===== config.mk =====
export PLATFORM = sky130hd
export DESIGN_NAME = tsf_timer_status_flags
export DESIGN_NICKNAME = d
export VERILOG_FILES = /design/src/tsf_pkg.sv /design/src/tsf_timer_status_flags.sv
export VERILOG_INCLUDE_DIRS = /design/src
export SDC_FILE = /design/constraint.sdc
export NUM_CORES = 1
export LEC_CHECK = 0
export ABC_AREA = 1
export BUFFER_PORTS_ARGS = -buffer_cell sky130_fd_sc_hd__buf_2
export CAP_MARGIN = 20
export CORE_MARGIN = 2
export CORE_UTILIZATION = 35
export DETAILED_ROUTE_END_ITERATION = 16
export GPL_ROUTABILITY_DRIVEN = 0
export PLACE_DENSITY_LB_ADDON = 0.12
export REMOVE_ABC_BUFFERS = 1
export SYNTH_ARGS = -nofsm -noshare
export SYNTH_HDL_FRONTEND = slang
export SYNTH_SLANG_ARGS = --single-unit

===== constraint.sdc =====
create_clock -name aclk -period 2.35 [get_ports aclk]
set_input_delay 0.1175 -clock aclk [delete_from_list [all_inputs] [get_ports aclk]]
set_output_delay 0.1175 -clock aclk [all_outputs]
set_load 0.02 [all_outputs]

===== src/tsf_consts.svh =====
// constants of the timer status flag block
`ifndef TSF_CONSTS_SVH
`define TSF_CONSTS_SVH
// ================================================================
// register byte offsets
`define TSF_CTRL_OFS 12'h000
`define TSF_MASK_OFS 12'h00c
`define TSF_FLAGS_OFS 12'h010
`define TSF_EVGEN_OFS 12'h014
`define TSF_CCV1_OFS 12'h034
`define TSF_CCV_STEP 12'h004
// ================================================================
// flag register layout
`define TSF_FLAGS_RESET 16'h0000
`define TSF_FLAGS_WMASK 16'h1e5f
`define TSF_UPD_BIT 0
`define TSF_CH_BIT0 1
`define TSF_TRIG_BIT 6
`define TSF_OVC_BIT0 9
// ================================================================
// control register layout
`define TSF_CTRL_UDIS_BIT 0
`define TSF_CTRL_URS_BIT 1
`define TSF_CTRL_CAMS_LSB 5
`define TSF_CTRL_SMS_LSB 8
`define TSF_CTRL_IN_LSB 12
`define TSF_CTRL_POL_LSB 16
`define TSF_CTRL_WMASK 32'h000f_f763
`define TSF_EVGEN_UDG_BIT 0
// ================================================================
// slave mode and center-aligned codes
`define TSF_SMS_RESET 3'h4
`define TSF_SMS_GATED 3'h5
`define TSF_CAMS_EDGE 2'h0
`define TSF_CAMS_DOWN 2'h1
`define TSF_CAMS_UP 2'h2
// ================================================================
// bus answers
`define TSF_RESP_OKAY 2'h0
`define TSF_RESP_SLVERR 2'h2
`endif


===== src/tsf_pkg.sv =====
// types of the timer status flag block
package tsf_pkg;
  typedef logic [15:0] tsf_flags_t;
  typedef logic [1:0] tsf_resp_t;
  typedef logic [2:0] tsf_smode_t;
endpackage


===== src/tsf_timer_status_flags.sv =====
// timer status flags with capture/compare channels and axi4-lite slave
//
// The AXI4-Lite slave port was decided locally.
`timescale 1ns/10ps
`include "tsf_consts.svh"

// Functional notes
// - channel 1 overcapture sets only on input capture while its flag is set.
// - overcapture flags clear only by writing zero; writing one keeps them.
// - channels 2 to 4 overcapture flags at bits 10 to 12 behave alike.
// - outside gated mode, each active trigger edge sets the trigger flag.
// - in gated mode any trigger edge sets the flag; software clears it.
// - output channel flag sets on compare match, gated by center-aligned selection.
// - compare above reload sets flag on overflow unless edge-aligned and down-counting, or on underflow when edge-aligned and down-counting.
// - input channel flag sets on capture; cleared by write or capture read.
// - capture latches counter value on an edge of selected polarity.
// - channels 2 to 4 flags at bits 2 to 4 behave like channel 1.
// - update flag sets on overflow or underflow when update is not disabled.
// - software update generation sets update flag when source and disable are zero.
// - flag register at 0x10 resets to zero; reserved bits stay zero.
// - gated mode enables counting while trigger is high, stops without reset.
// - software update reinitialises counter, clears prescaler, bit self-clears.
module tsf_timer_status_flags
  import tsf_pkg::*;
#(
  parameter int CW = 16,
  parameter int NCH = 4
) (
  input wire logic aclk,
  input wire logic aresetn,
  input wire logic [11:0] s_axi_awaddr,
  input wire logic s_axi_awvalid,
  output logic s_axi_awready,
  input wire logic [31:0] s_axi_wdata,
  input wire logic [3:0] s_axi_wstrb,
  input wire logic s_axi_wvalid,
  output logic s_axi_wready,
  output logic [1:0] s_axi_bresp,
  output logic s_axi_bvalid,
  input wire logic s_axi_bready,
  input wire logic [11:0] s_axi_araddr,
  input wire logic s_axi_arvalid,
  output logic s_axi_arready,
  output logic [31:0] s_axi_rdata,
  output logic [1:0] s_axi_rresp,
  output logic s_axi_rvalid,
  input wire logic s_axi_rready,
  input wire logic [CW-1:0] counter_value,
  input wire logic [CW-1:0] auto_reload_value,
  input wire logic counter_tick,
  input wire logic counter_overflow,
  input wire logic counter_underflow,
  input wire logic count_down,
  input wire logic trigger_input,
  input wire logic [NCH-1:0] chan_capture_input,
  output logic counter_enable,
  output logic counter_reinit,
  output logic prescaler_clear,
  output logic irq
);

  // ================================================================
  // register state
  tsf_flags_t flags_r;
  tsf_flags_t flags_nxt;
  tsf_flags_t mask_r;
  logic [31:0] ctrl_r;
  logic [CW-1:0] ccv_r [NCH];
  logic trig_d_r;
  logic [NCH-1:0] cap_d_r;
  logic reinit_r;

  // ================================================================
  // control fields
  logic update_disable;
  logic update_request_source;
  logic [1:0] center_aligned_select;
  tsf_smode_t slave_mode_select;
  logic [NCH-1:0] chan_is_input;
  logic [NCH-1:0] chan_capture_falling;

  assign update_disable = ctrl_r[`TSF_CTRL_UDIS_BIT];
  assign update_request_source = ctrl_r[`TSF_CTRL_URS_BIT];
  assign center_aligned_select = ctrl_r[`TSF_CTRL_CAMS_LSB +: 2];
  assign slave_mode_select = ctrl_r[`TSF_CTRL_SMS_LSB +: 3];
  assign chan_is_input = ctrl_r[`TSF_CTRL_IN_LSB +: NCH];
  assign chan_capture_falling = ctrl_r[`TSF_CTRL_POL_LSB +: NCH];

  // ================================================================
  // axi4-lite write path
  logic aw_held_r;
  logic w_held_r;
  logic [11:0] awaddr_r;
  logic [31:0] wdata_r;
  logic [3:0] wstrb_r;
  logic wr_fire;

  assign s_axi_awready = !aw_held_r && !s_axi_bvalid;
  assign s_axi_wready = !w_held_r && !s_axi_bvalid;
  assign wr_fire = aw_held_r && w_held_r && !s_axi_bvalid;

  // address and data are caught independently
  always_ff @(posedge aclk) begin
    if (!aresetn) begin
      aw_held_r <= 1'b0;
      w_held_r <= 1'b0;
      awaddr_r <= 12'h000;
      wdata_r <= 32'h0000_0000;
      wstrb_r <= 4'h0;
    end else begin
      if (s_axi_awvalid && s_axi_awready) begin
        aw_held_r <= 1'b1;
        awaddr_r <= s_axi_awaddr;
      end else if (wr_fire) begin
        aw_held_r <= 1'b0;
      end
      if (s_axi_wvalid && s_axi_wready) begin
        w_held_r <= 1'b1;
        wdata_r <= s_axi_wdata;
        wstrb_r <= s_axi_wstrb;
      end else if (wr_fire) begin
        w_held_r <= 1'b0;
      end
    end
  end

  // write decode
  logic wr_ctrl;
  logic wr_mask;
  logic wr_flags;
  logic wr_evgen;
  logic [NCH-1:0] wr_ccv;
  logic wr_hit;
  logic [31:0] wbits;

  always_comb begin
    wr_ctrl = wr_fire && (awaddr_r == `TSF_CTRL_OFS);
    wr_mask = wr_fire && (awaddr_r == `TSF_MASK_OFS);
    wr_flags = wr_fire && (awaddr_r == `TSF_FLAGS_OFS);
    wr_evgen = wr_fire && (awaddr_r == `TSF_EVGEN_OFS);
    for (int i = 0; i < NCH; i++) begin
      wr_ccv[i] = wr_fire && (awaddr_r == `TSF_CCV1_OFS + 12'(i) * `TSF_CCV_STEP);
    end
    wr_hit = wr_ctrl || wr_mask || wr_flags || wr_evgen || (|wr_ccv);
    for (int b = 0; b < 4; b++) begin
      wbits[b*8 +: 8] = wstrb_r[b] ? wdata_r[b*8 +: 8] : 8'h00;
    end
  end

  // write response; unmapped addresses answer slverr
  always_ff @(posedge aclk) begin
    if (!aresetn) begin
      s_axi_bvalid <= 1'b0;
      s_axi_bresp <= `TSF_RESP_OKAY;
    end else if (wr_fire) begin
      s_axi_bvalid <= 1'b1;
      s_axi_bresp <= wr_hit ? `TSF_RESP_OKAY : `TSF_RESP_SLVERR;
    end else if (s_axi_bready) begin
      s_axi_bvalid <= 1'b0;
    end
  end

  // ================================================================
  // axi4-lite read path
  logic rd_fire;
  logic [NCH-1:0] rd_ccv;

  assign s_axi_arready = !s_axi_rvalid;
  assign rd_fire = s_axi_arvalid && s_axi_arready;

  always_comb begin
    for (int i = 0; i < NCH; i++) begin
      rd_ccv[i] = rd_fire && (s_axi_araddr == `TSF_CCV1_OFS + 12'(i) * `TSF_CCV_STEP);
    end
  end

  // read data, one cycle after the address is taken
  always_ff @(posedge aclk) begin
    if (!aresetn) begin
      s_axi_rvalid <= 1'b0;
      s_axi_rdata <= 32'h0000_0000;
      s_axi_rresp <= `TSF_RESP_OKAY;
    end else if (rd_fire) begin
      s_axi_rvalid <= 1'b1;
      s_axi_rresp <= `TSF_RESP_OKAY;
      s_axi_rdata <= 32'h0000_0000;
      case (s_axi_araddr)
        `TSF_CTRL_OFS: s_axi_rdata <= ctrl_r;
        `TSF_MASK_OFS: s_axi_rdata <= {16'h0000, mask_r};
        `TSF_FLAGS_OFS: s_axi_rdata <= {16'h0000, flags_r};
        `TSF_EVGEN_OFS: s_axi_rdata <= 32'h0000_0000; // update bit reads back zero
        default: begin
          if (|rd_ccv) begin
            for (int i = 0; i < NCH; i++) begin
              if (rd_ccv[i]) begin
                s_axi_rdata <= 32'(ccv_r[i]);
              end
            end
          end else begin
            s_axi_rresp <= `TSF_RESP_SLVERR;
          end
        end
      endcase
    end else if (s_axi_rready) begin
      s_axi_rvalid <= 1'b0;
    end
  end

  // ================================================================
  // control and mask registers
  always_ff @(posedge aclk) begin
    if (!aresetn) begin
      ctrl_r <= 32'h0000_0000;
      mask_r <= `TSF_FLAGS_RESET;
    end else begin
      if (wr_ctrl) begin
        ctrl_r <= wbits & `TSF_CTRL_WMASK;
      end
      if (wr_mask) begin
        mask_r <= wbits[15:0] & `TSF_FLAGS_WMASK;
      end
    end
  end

  // ================================================================
  // trigger input and slave controller
  logic trig_rise;
  logic trig_any;
  logic gated;
  logic trig_reinit;
  logic sw_update;

  assign trig_rise = trigger_input && !trig_d_r;
  assign trig_any = trigger_input ^ trig_d_r;
  assign gated = (slave_mode_select == `TSF_SMS_GATED);
  assign trig_reinit = trig_rise && (slave_mode_select == `TSF_SMS_RESET);
  assign sw_update = wr_evgen && wbits[`TSF_EVGEN_UDG_BIT];
  assign counter_enable = gated ? trigger_input : 1'b1;

  always_ff @(posedge aclk) begin
    if (!aresetn) begin
      trig_d_r <= 1'b0;
    end else begin
      trig_d_r <= trigger_input;
    end
  end

  // reinit pulse of one cycle; the generate bit never stores
  always_ff @(posedge aclk) begin
    if (!aresetn) begin
      reinit_r <= 1'b0;
    end else begin
      reinit_r <= sw_update || trig_reinit;
    end
  end
  assign counter_reinit = reinit_r;
  assign prescaler_clear = reinit_r;

  // ================================================================
  // per-channel compare and capture events
  logic [NCH-1:0] cc_set;
  logic [NCH-1:0] ovc_set;
  logic [NCH-1:0] cap_event;
  logic [NCH-1:0] cc_rdclr;

  for (genvar c = 0; c < NCH; c++) begin : g_ch
    logic edge_sel;
    logic match;
    logic phase_ok;
    logic beyond;
    assign edge_sel = chan_capture_falling[c] ? (cap_d_r[c] && !chan_capture_input[c])
                                              : (!cap_d_r[c] && chan_capture_input[c]);
    assign cap_event[c] = chan_is_input[c] && edge_sel;
    assign match = counter_tick && (counter_value == ccv_r[c]);
    // center-aligned selection picks the counting direction that flags
    always_comb begin
      case (center_aligned_select)
        `TSF_CAMS_EDGE: phase_ok = 1'b1;
        `TSF_CAMS_DOWN: phase_ok = count_down;
        `TSF_CAMS_UP: phase_ok = !count_down;
        default: phase_ok = 1'b1;
      endcase
    end
    assign beyond = (ccv_r[c] > auto_reload_value) &&
                    ((counter_overflow && (!count_down ||
                      center_aligned_select != `TSF_CAMS_EDGE)) ||
                     (counter_underflow && count_down &&
                      center_aligned_select == `TSF_CAMS_EDGE));
    assign cc_set[c] = chan_is_input[c] ? cap_event[c]
                                        : ((match && phase_ok) || beyond);
    assign ovc_set[c] = cap_event[c] && flags_r[`TSF_CH_BIT0 + c];
    assign cc_rdclr[c] = rd_ccv[c] && chan_is_input[c];

    // capture latches the counter; output mode lets software write it
    always_ff @(posedge aclk) begin
      if (!aresetn) begin
        ccv_r[c] <= '0;
      end else if (cap_event[c]) begin
        ccv_r[c] <= counter_value;
      end else if (wr_ccv[c] && !chan_is_input[c]) begin
        ccv_r[c] <= wbits[CW-1:0];
      end
    end
  end

  always_ff @(posedge aclk) begin
    if (!aresetn) begin
      cap_d_r <= '0;
    end else begin
      cap_d_r <= chan_capture_input;
    end
  end

  // ================================================================
  // flag register: clear by zero write or capture read, set wins
  tsf_flags_t set_v;
  tsf_flags_t clr_v;

  always_comb begin
    set_v = `TSF_FLAGS_RESET;
    clr_v = `TSF_FLAGS_RESET;
    set_v[`TSF_UPD_BIT] = !update_disable &&
                          (counter_overflow || counter_underflow ||
                           (!update_request_source && (sw_update || trig_reinit)));
    set_v[`TSF_TRIG_BIT] = gated ? trig_any : trig_rise;
    for (int i = 0; i < NCH; i++) begin
      set_v[`TSF_CH_BIT0 + i] = cc_set[i];
      set_v[`TSF_OVC_BIT0 + i] = ovc_set[i];
      clr_v[`TSF_CH_BIT0 + i] = cc_rdclr[i];
    end
    if (wr_flags) begin
      if (wstrb_r[0]) begin
        clr_v[7:0] = clr_v[7:0] | ~wdata_r[7:0];
      end
      if (wstrb_r[1]) begin
        clr_v[15:8] = clr_v[15:8] | ~wdata_r[15:8];
      end
    end
    flags_nxt = ((flags_r & ~clr_v) | set_v) & `TSF_FLAGS_WMASK;
  end

  always_ff @(posedge aclk) begin
    if (!aresetn) begin
      flags_r <= `TSF_FLAGS_RESET;
    end else begin
      flags_r <= flags_nxt;
    end
  end

  // level interrupt while any unmasked flag stands
  assign irq = |(flags_r & mask_r);

endmodule


==> flow_summary_export.csv <==
group,metric,value,unit
yosys,synth_simple_gate_area_frac,0.251,
worst_setup_path,cp.required,2670,ps
worst_setup_path,critical_path_class,"flip-flop to flip-flop",
sta,maxClockFrequency,512,MHz
floorplanning,dieArea,31800,um^2
sta,final_critical_path_setup_slack,396,ps
layout,fin_util,0.424,
route,drt_pass1_iterations,5,
cts,hold_buffer_count_at_cts,34,
yosys,netlist_instances,1462,
worst_setup_path,timing.rr.start,"ccv_r[3][15]",
yosys,synth_commonest_cells,"285 x sky130_fd_sc_hd__nand2_1, 181 x sky130_fd_sc_hd__inv_1, 155 x sky130_fd_sc_hd__nor2_1, 119 x sky130_fd_sc_hd__a21oi_1, 114 x sky130_fd_sc_hd__o21ai_0",
sta,setup_total_negative_slack,0,ps
worst_setup_path,cp.arrival,2280,ps
sta,skew,10.5,ps
cts,cts_root_buf,"sky130_fd_sc_hd__clkbuf_16",
worst_setup_path,endpoint_kind,"flip-flop",
place,io_buffer_count,125,
worst_setup_path,reg2regPathDepth,8,
floorplanning,die_width,178,um
yosys,synth_most_common_cell,"sky130_fd_sc_hd__nand2_1",
cts,htree_levels,4,
pwr,ir_drop,0.483,mV
yosys,synth_fa_ha_area_frac,0.0799,
worst_setup_path,r2r_setup_slack,400,ps
grt,antenna_found_initial,0,
layout,antenna_cells_inserted,0,
cts,number_of_post_cts_setup_repair_buffers,0,
yosys,syn-cell-area,10600,um^2
worst_setup_path,critical_path.startpoint_type,"flip-flop",
pwr,ratio_of_total_power_to_cell_area,572,nW/um^2
cts,clock_latency,430,ps
yosys,synth-xor-area-share,0.0206,
yosys,synth_top_cells_by_area,"sky130_fd_sc_hd__dfxtp_1 19%, sky130_fd_sc_hd__edfxtp_1 18%, sky130_fd_sc_hd__nand2_1 10%, sky130_fd_sc_hd__ha_1 8.0%, sky130_fd_sc_hd__inv_1 6.4%",
yosys,synth_edf_count,64,
route,route.detailed.wl_per_inst,18.5,um
floorplanning,row_count,63,
sta,min_period,1950,ps
hold_path,hold_path_startpoint,"s_axi_wdata[7]",
hold_path,worst_min_delay_path_endpoint,"wdata_r[7]",
run,maxCapViolations,0,
pwr,leakagePower,5.79,nW
grt,overflow,0,
yosys,synth_compound_gate_area_share,0.168,
worst_setup_path,largest_stage_delay_on_the_critical_path,470,ps
yosys,yosys_warnings,0,
cts,cts_buffers,17,
worst_setup_path,timing.critical_path.slowest_stage_cell,"sky130_fd_sc_hd__edfxtp_1",
yosys,synth_area_per_cell,7.28,um^2
sta,final-setup-viol-count,0,
cts,clk_pin_slew_worst_paths,60,ps
yosys,synth_area_leader_cell,"sky130_fd_sc_hd__dfxtp_1",
layout,filler_cell_count,3124,
sta,rsz0062_at_grt,"no",
place,place_ws,460,ps
floorplanning,core_area,29800,um^2
sta,slew-limit-headroom,0.562,
outcome,outcome,"completed",
cts,cts_sinks,166,
route,drt-vias-per-instance,5.12,
worst_setup_path,timing.critical_path.cells,"ha_1 > nand4_1 > nor3_1 > a21oi_1 > nand2_1 > nand2_1 > nand2_1 > nand2_1",
floorplanning,floorplan.initialDensity,0.357,
floorplanning,boundaryPins,153,
floorplanning,die_height,178,um
worst_setup_path,crit_path_max_fanout,4,
layout,num-nets-final,1792,
yosys,largest_family_of_logic_cells_by_synthesized_area,"simple AND/OR/NAND/NOR gates",
worst_setup_path,cp_most_frequent_cell,"sky130_fd_sc_hd__nand2_1",
grt,vias_in_the_first_global_route,9763,
grt,grt_max_degree,72,
sta,hold_viol_final,0,
route,drt_wl_total,37.3,mm
cts,tritoncts,"done",
yosys,sequential_fraction_of_the_synthesis_area,0.372,
layout,area.growth.synth_to_final,18.8,%
cts,clock_tree.buffer_depth,2,
route,route.vias.total,10332,
route,drcViolationCount,0,
route,initialDrtViolationCount,835,
worst_setup_path,rr_endpoint,"flags_r[4]",
yosys,synth_mux_area_frac,0.00188,
hold_path,classification_of_the_worst_slack_hold_path,"input pin to flip-flop",
sta,post-route-period-util,0.832,
place,dp.final_hpwl,28.2,mm
grt,grtUsageTotal,0.237,
yosys,synth.lib_cells_used.distinct,41,
sta,slew_viol_final,0,
hold_path,hold_depth,3,
layout,share_of_post_route_cells_with_drive_strength_above_1,0.141,
yosys,ys_seq_elements,166,
cts,cts_resized,0,
yosys,synth_top_area_frac,0.192,
grt,global_route_wire_length_before_repair,56.4,mm
worst_setup_path,launch_point_of_the_worst_path,"ccv_r[3][15]",
yosys,synthFlopType,"sky130_fd_sc_hd__dfxtp_1",
yosys,postSynth.asyncResetShare,0,
sta,timing_worst_slew_pin_value,657,ps
route,detail-route-antenna-nets,0,
how the worst max path moves through the flow:
stage / depth (start not counted) / slack [ps] / end
floorplan: 9 / 270 / s_axi_rdata[7]
global placement: 9 / 470 / flags_r[1]
detailed placement: 9 / 460 / flags_r[1]
CTS: 10 / 430 / s_axi_rdata[11]
global route: 10 / 220 / s_axi_rdata[8]
finish: 8 / 400 / flags_r[4]
where the power goes:
part | internal, mW | switching [mW]
combinational | 0.389 | 0.705
sequential | 3.13 | 0.128
clock | 1.70 | 1.19
total | 5.21 | 2.02
logic make-up after synthesis:
group           after synthesis
flops                       166
xor+xnor                     25
fa+ha+maj                    68
compound gates              325
other cells                   1
mux                           2
buf+inv                     268
simple gates                607
layer usage:
metal  share of wire  GRT usage
met5               0          0
met4           0.032     0.0945
met3           0.060     0.0343
met2            0.46      0.388
met1            0.45      0.315
final cells by class:
| type | instances | area, um^2 | share of cell area |
|---|---|---|---|
| clock inverters | 8 | 83.8 | 0.00663 |
| repair buffers | 196 | 1260 | 0.0993 |
| multi-input cells | 1041 | 5600 | 0.443 |
| flip-flops and latches | 166 | 3960 | 0.313 |
| well taps | 390 | 488 | 0.0386 |
| clock buffers | 24 | 529 | 0.0419 |
| inverters | 194 | 728 | 0.0576 |
flip-flops by register name, summed over array words and instances (netlist names):
register        count
s_axi_bvalid        1
aw_held_r           1
ccv_r              64
wstrb_r             3
awaddr_r           12
s_axi_rvalid        1
s_axi_bresp         1
w_held_r            1
s_axi_rresp         1
ctrl_r             15
cap_d_r             4
mask_r             10
counter_reinit      1
trig_d_r            1
wdata_r            20
s_axi_rdata        20
flags_r            10
critical path: cells and delay by family, from the launching register on:
| family | cells | cell delay (ps) |
|---|---|---|
| flops | 1 | 470 |
| fa+ha+maj | 1 | 360 |
| compound gates | 1 | 120 |
| simple gates | 6 | 910 |
through the flow:
step | cells | power, mW | instance area [um^2] | hold WS, ps
3_3_place_gp | 1953 | 4.35 | 11700 | 333
6_report | 2019 | 7.24 | 12600 | 11.7
3_5_place_dp | 1953 | 4.37 | 11700 | 336
5_1_grt | 2019 | 7.54 | 12600 | 21.8
2_1_floorplan | 1401 | 3.90 | 10300 | 211
4_1_cts | 2019 | 7.27 | 12600 | 1.21
layout by cell type (no fill, tap or decap), types with 2 or more instances in the layout:
cell                            instances
sky130_fd_sc_hd__a211oi_1               4
sky130_fd_sc_hd__a21boi_0               7
sky130_fd_sc_hd__a21oi_1              119
sky130_fd_sc_hd__a221oi_1               2
sky130_fd_sc_hd__buf_2                125
sky130_fd_sc_hd__buf_4                 36
sky130_fd_sc_hd__clkbuf_1               2
sky130_fd_sc_hd__clkbuf_16             20
sky130_fd_sc_hd__clkinv_1               8
sky130_fd_sc_hd__clkinv_4               4
sky130_fd_sc_hd__conb_1                14
sky130_fd_sc_hd__dfxtp_1              102
sky130_fd_sc_hd__dlygate4sd3_1         34
sky130_fd_sc_hd__edfxtp_1              64
sky130_fd_sc_hd__ha_1                  68
sky130_fd_sc_hd__inv_1                181
sky130_fd_sc_hd__inv_2                  5
sky130_fd_sc_hd__mux2i_1                2
sky130_fd_sc_hd__nand2_1              285
sky130_fd_sc_hd__nand2_2                6
sky130_fd_sc_hd__nand3_1               95
sky130_fd_sc_hd__nand3_2                3
sky130_fd_sc_hd__nand3_4                2
sky130_fd_sc_hd__nand3b_1               3
sky130_fd_sc_hd__nand4_1               20
sky130_fd_sc_hd__nand4_2                2
sky130_fd_sc_hd__nor2_1               155
sky130_fd_sc_hd__nor2_2                 2
sky130_fd_sc_hd__nor2_4                 5
sky130_fd_sc_hd__nor2_8                 2
sky130_fd_sc_hd__nor3_1                18
sky130_fd_sc_hd__nor3_2                 3
sky130_fd_sc_hd__o21a_1                 5
sky130_fd_sc_hd__o21ai_0              114
sky130_fd_sc_hd__o21bai_1               6
sky130_fd_sc_hd__o22ai_1               65
sky130_fd_sc_hd__or2_2                  6
sky130_fd_sc_hd__xnor2_1               16
sky130_fd_sc_hd__xor2_1                 9
Note: power is estimated with default switching activity, not from simulation.
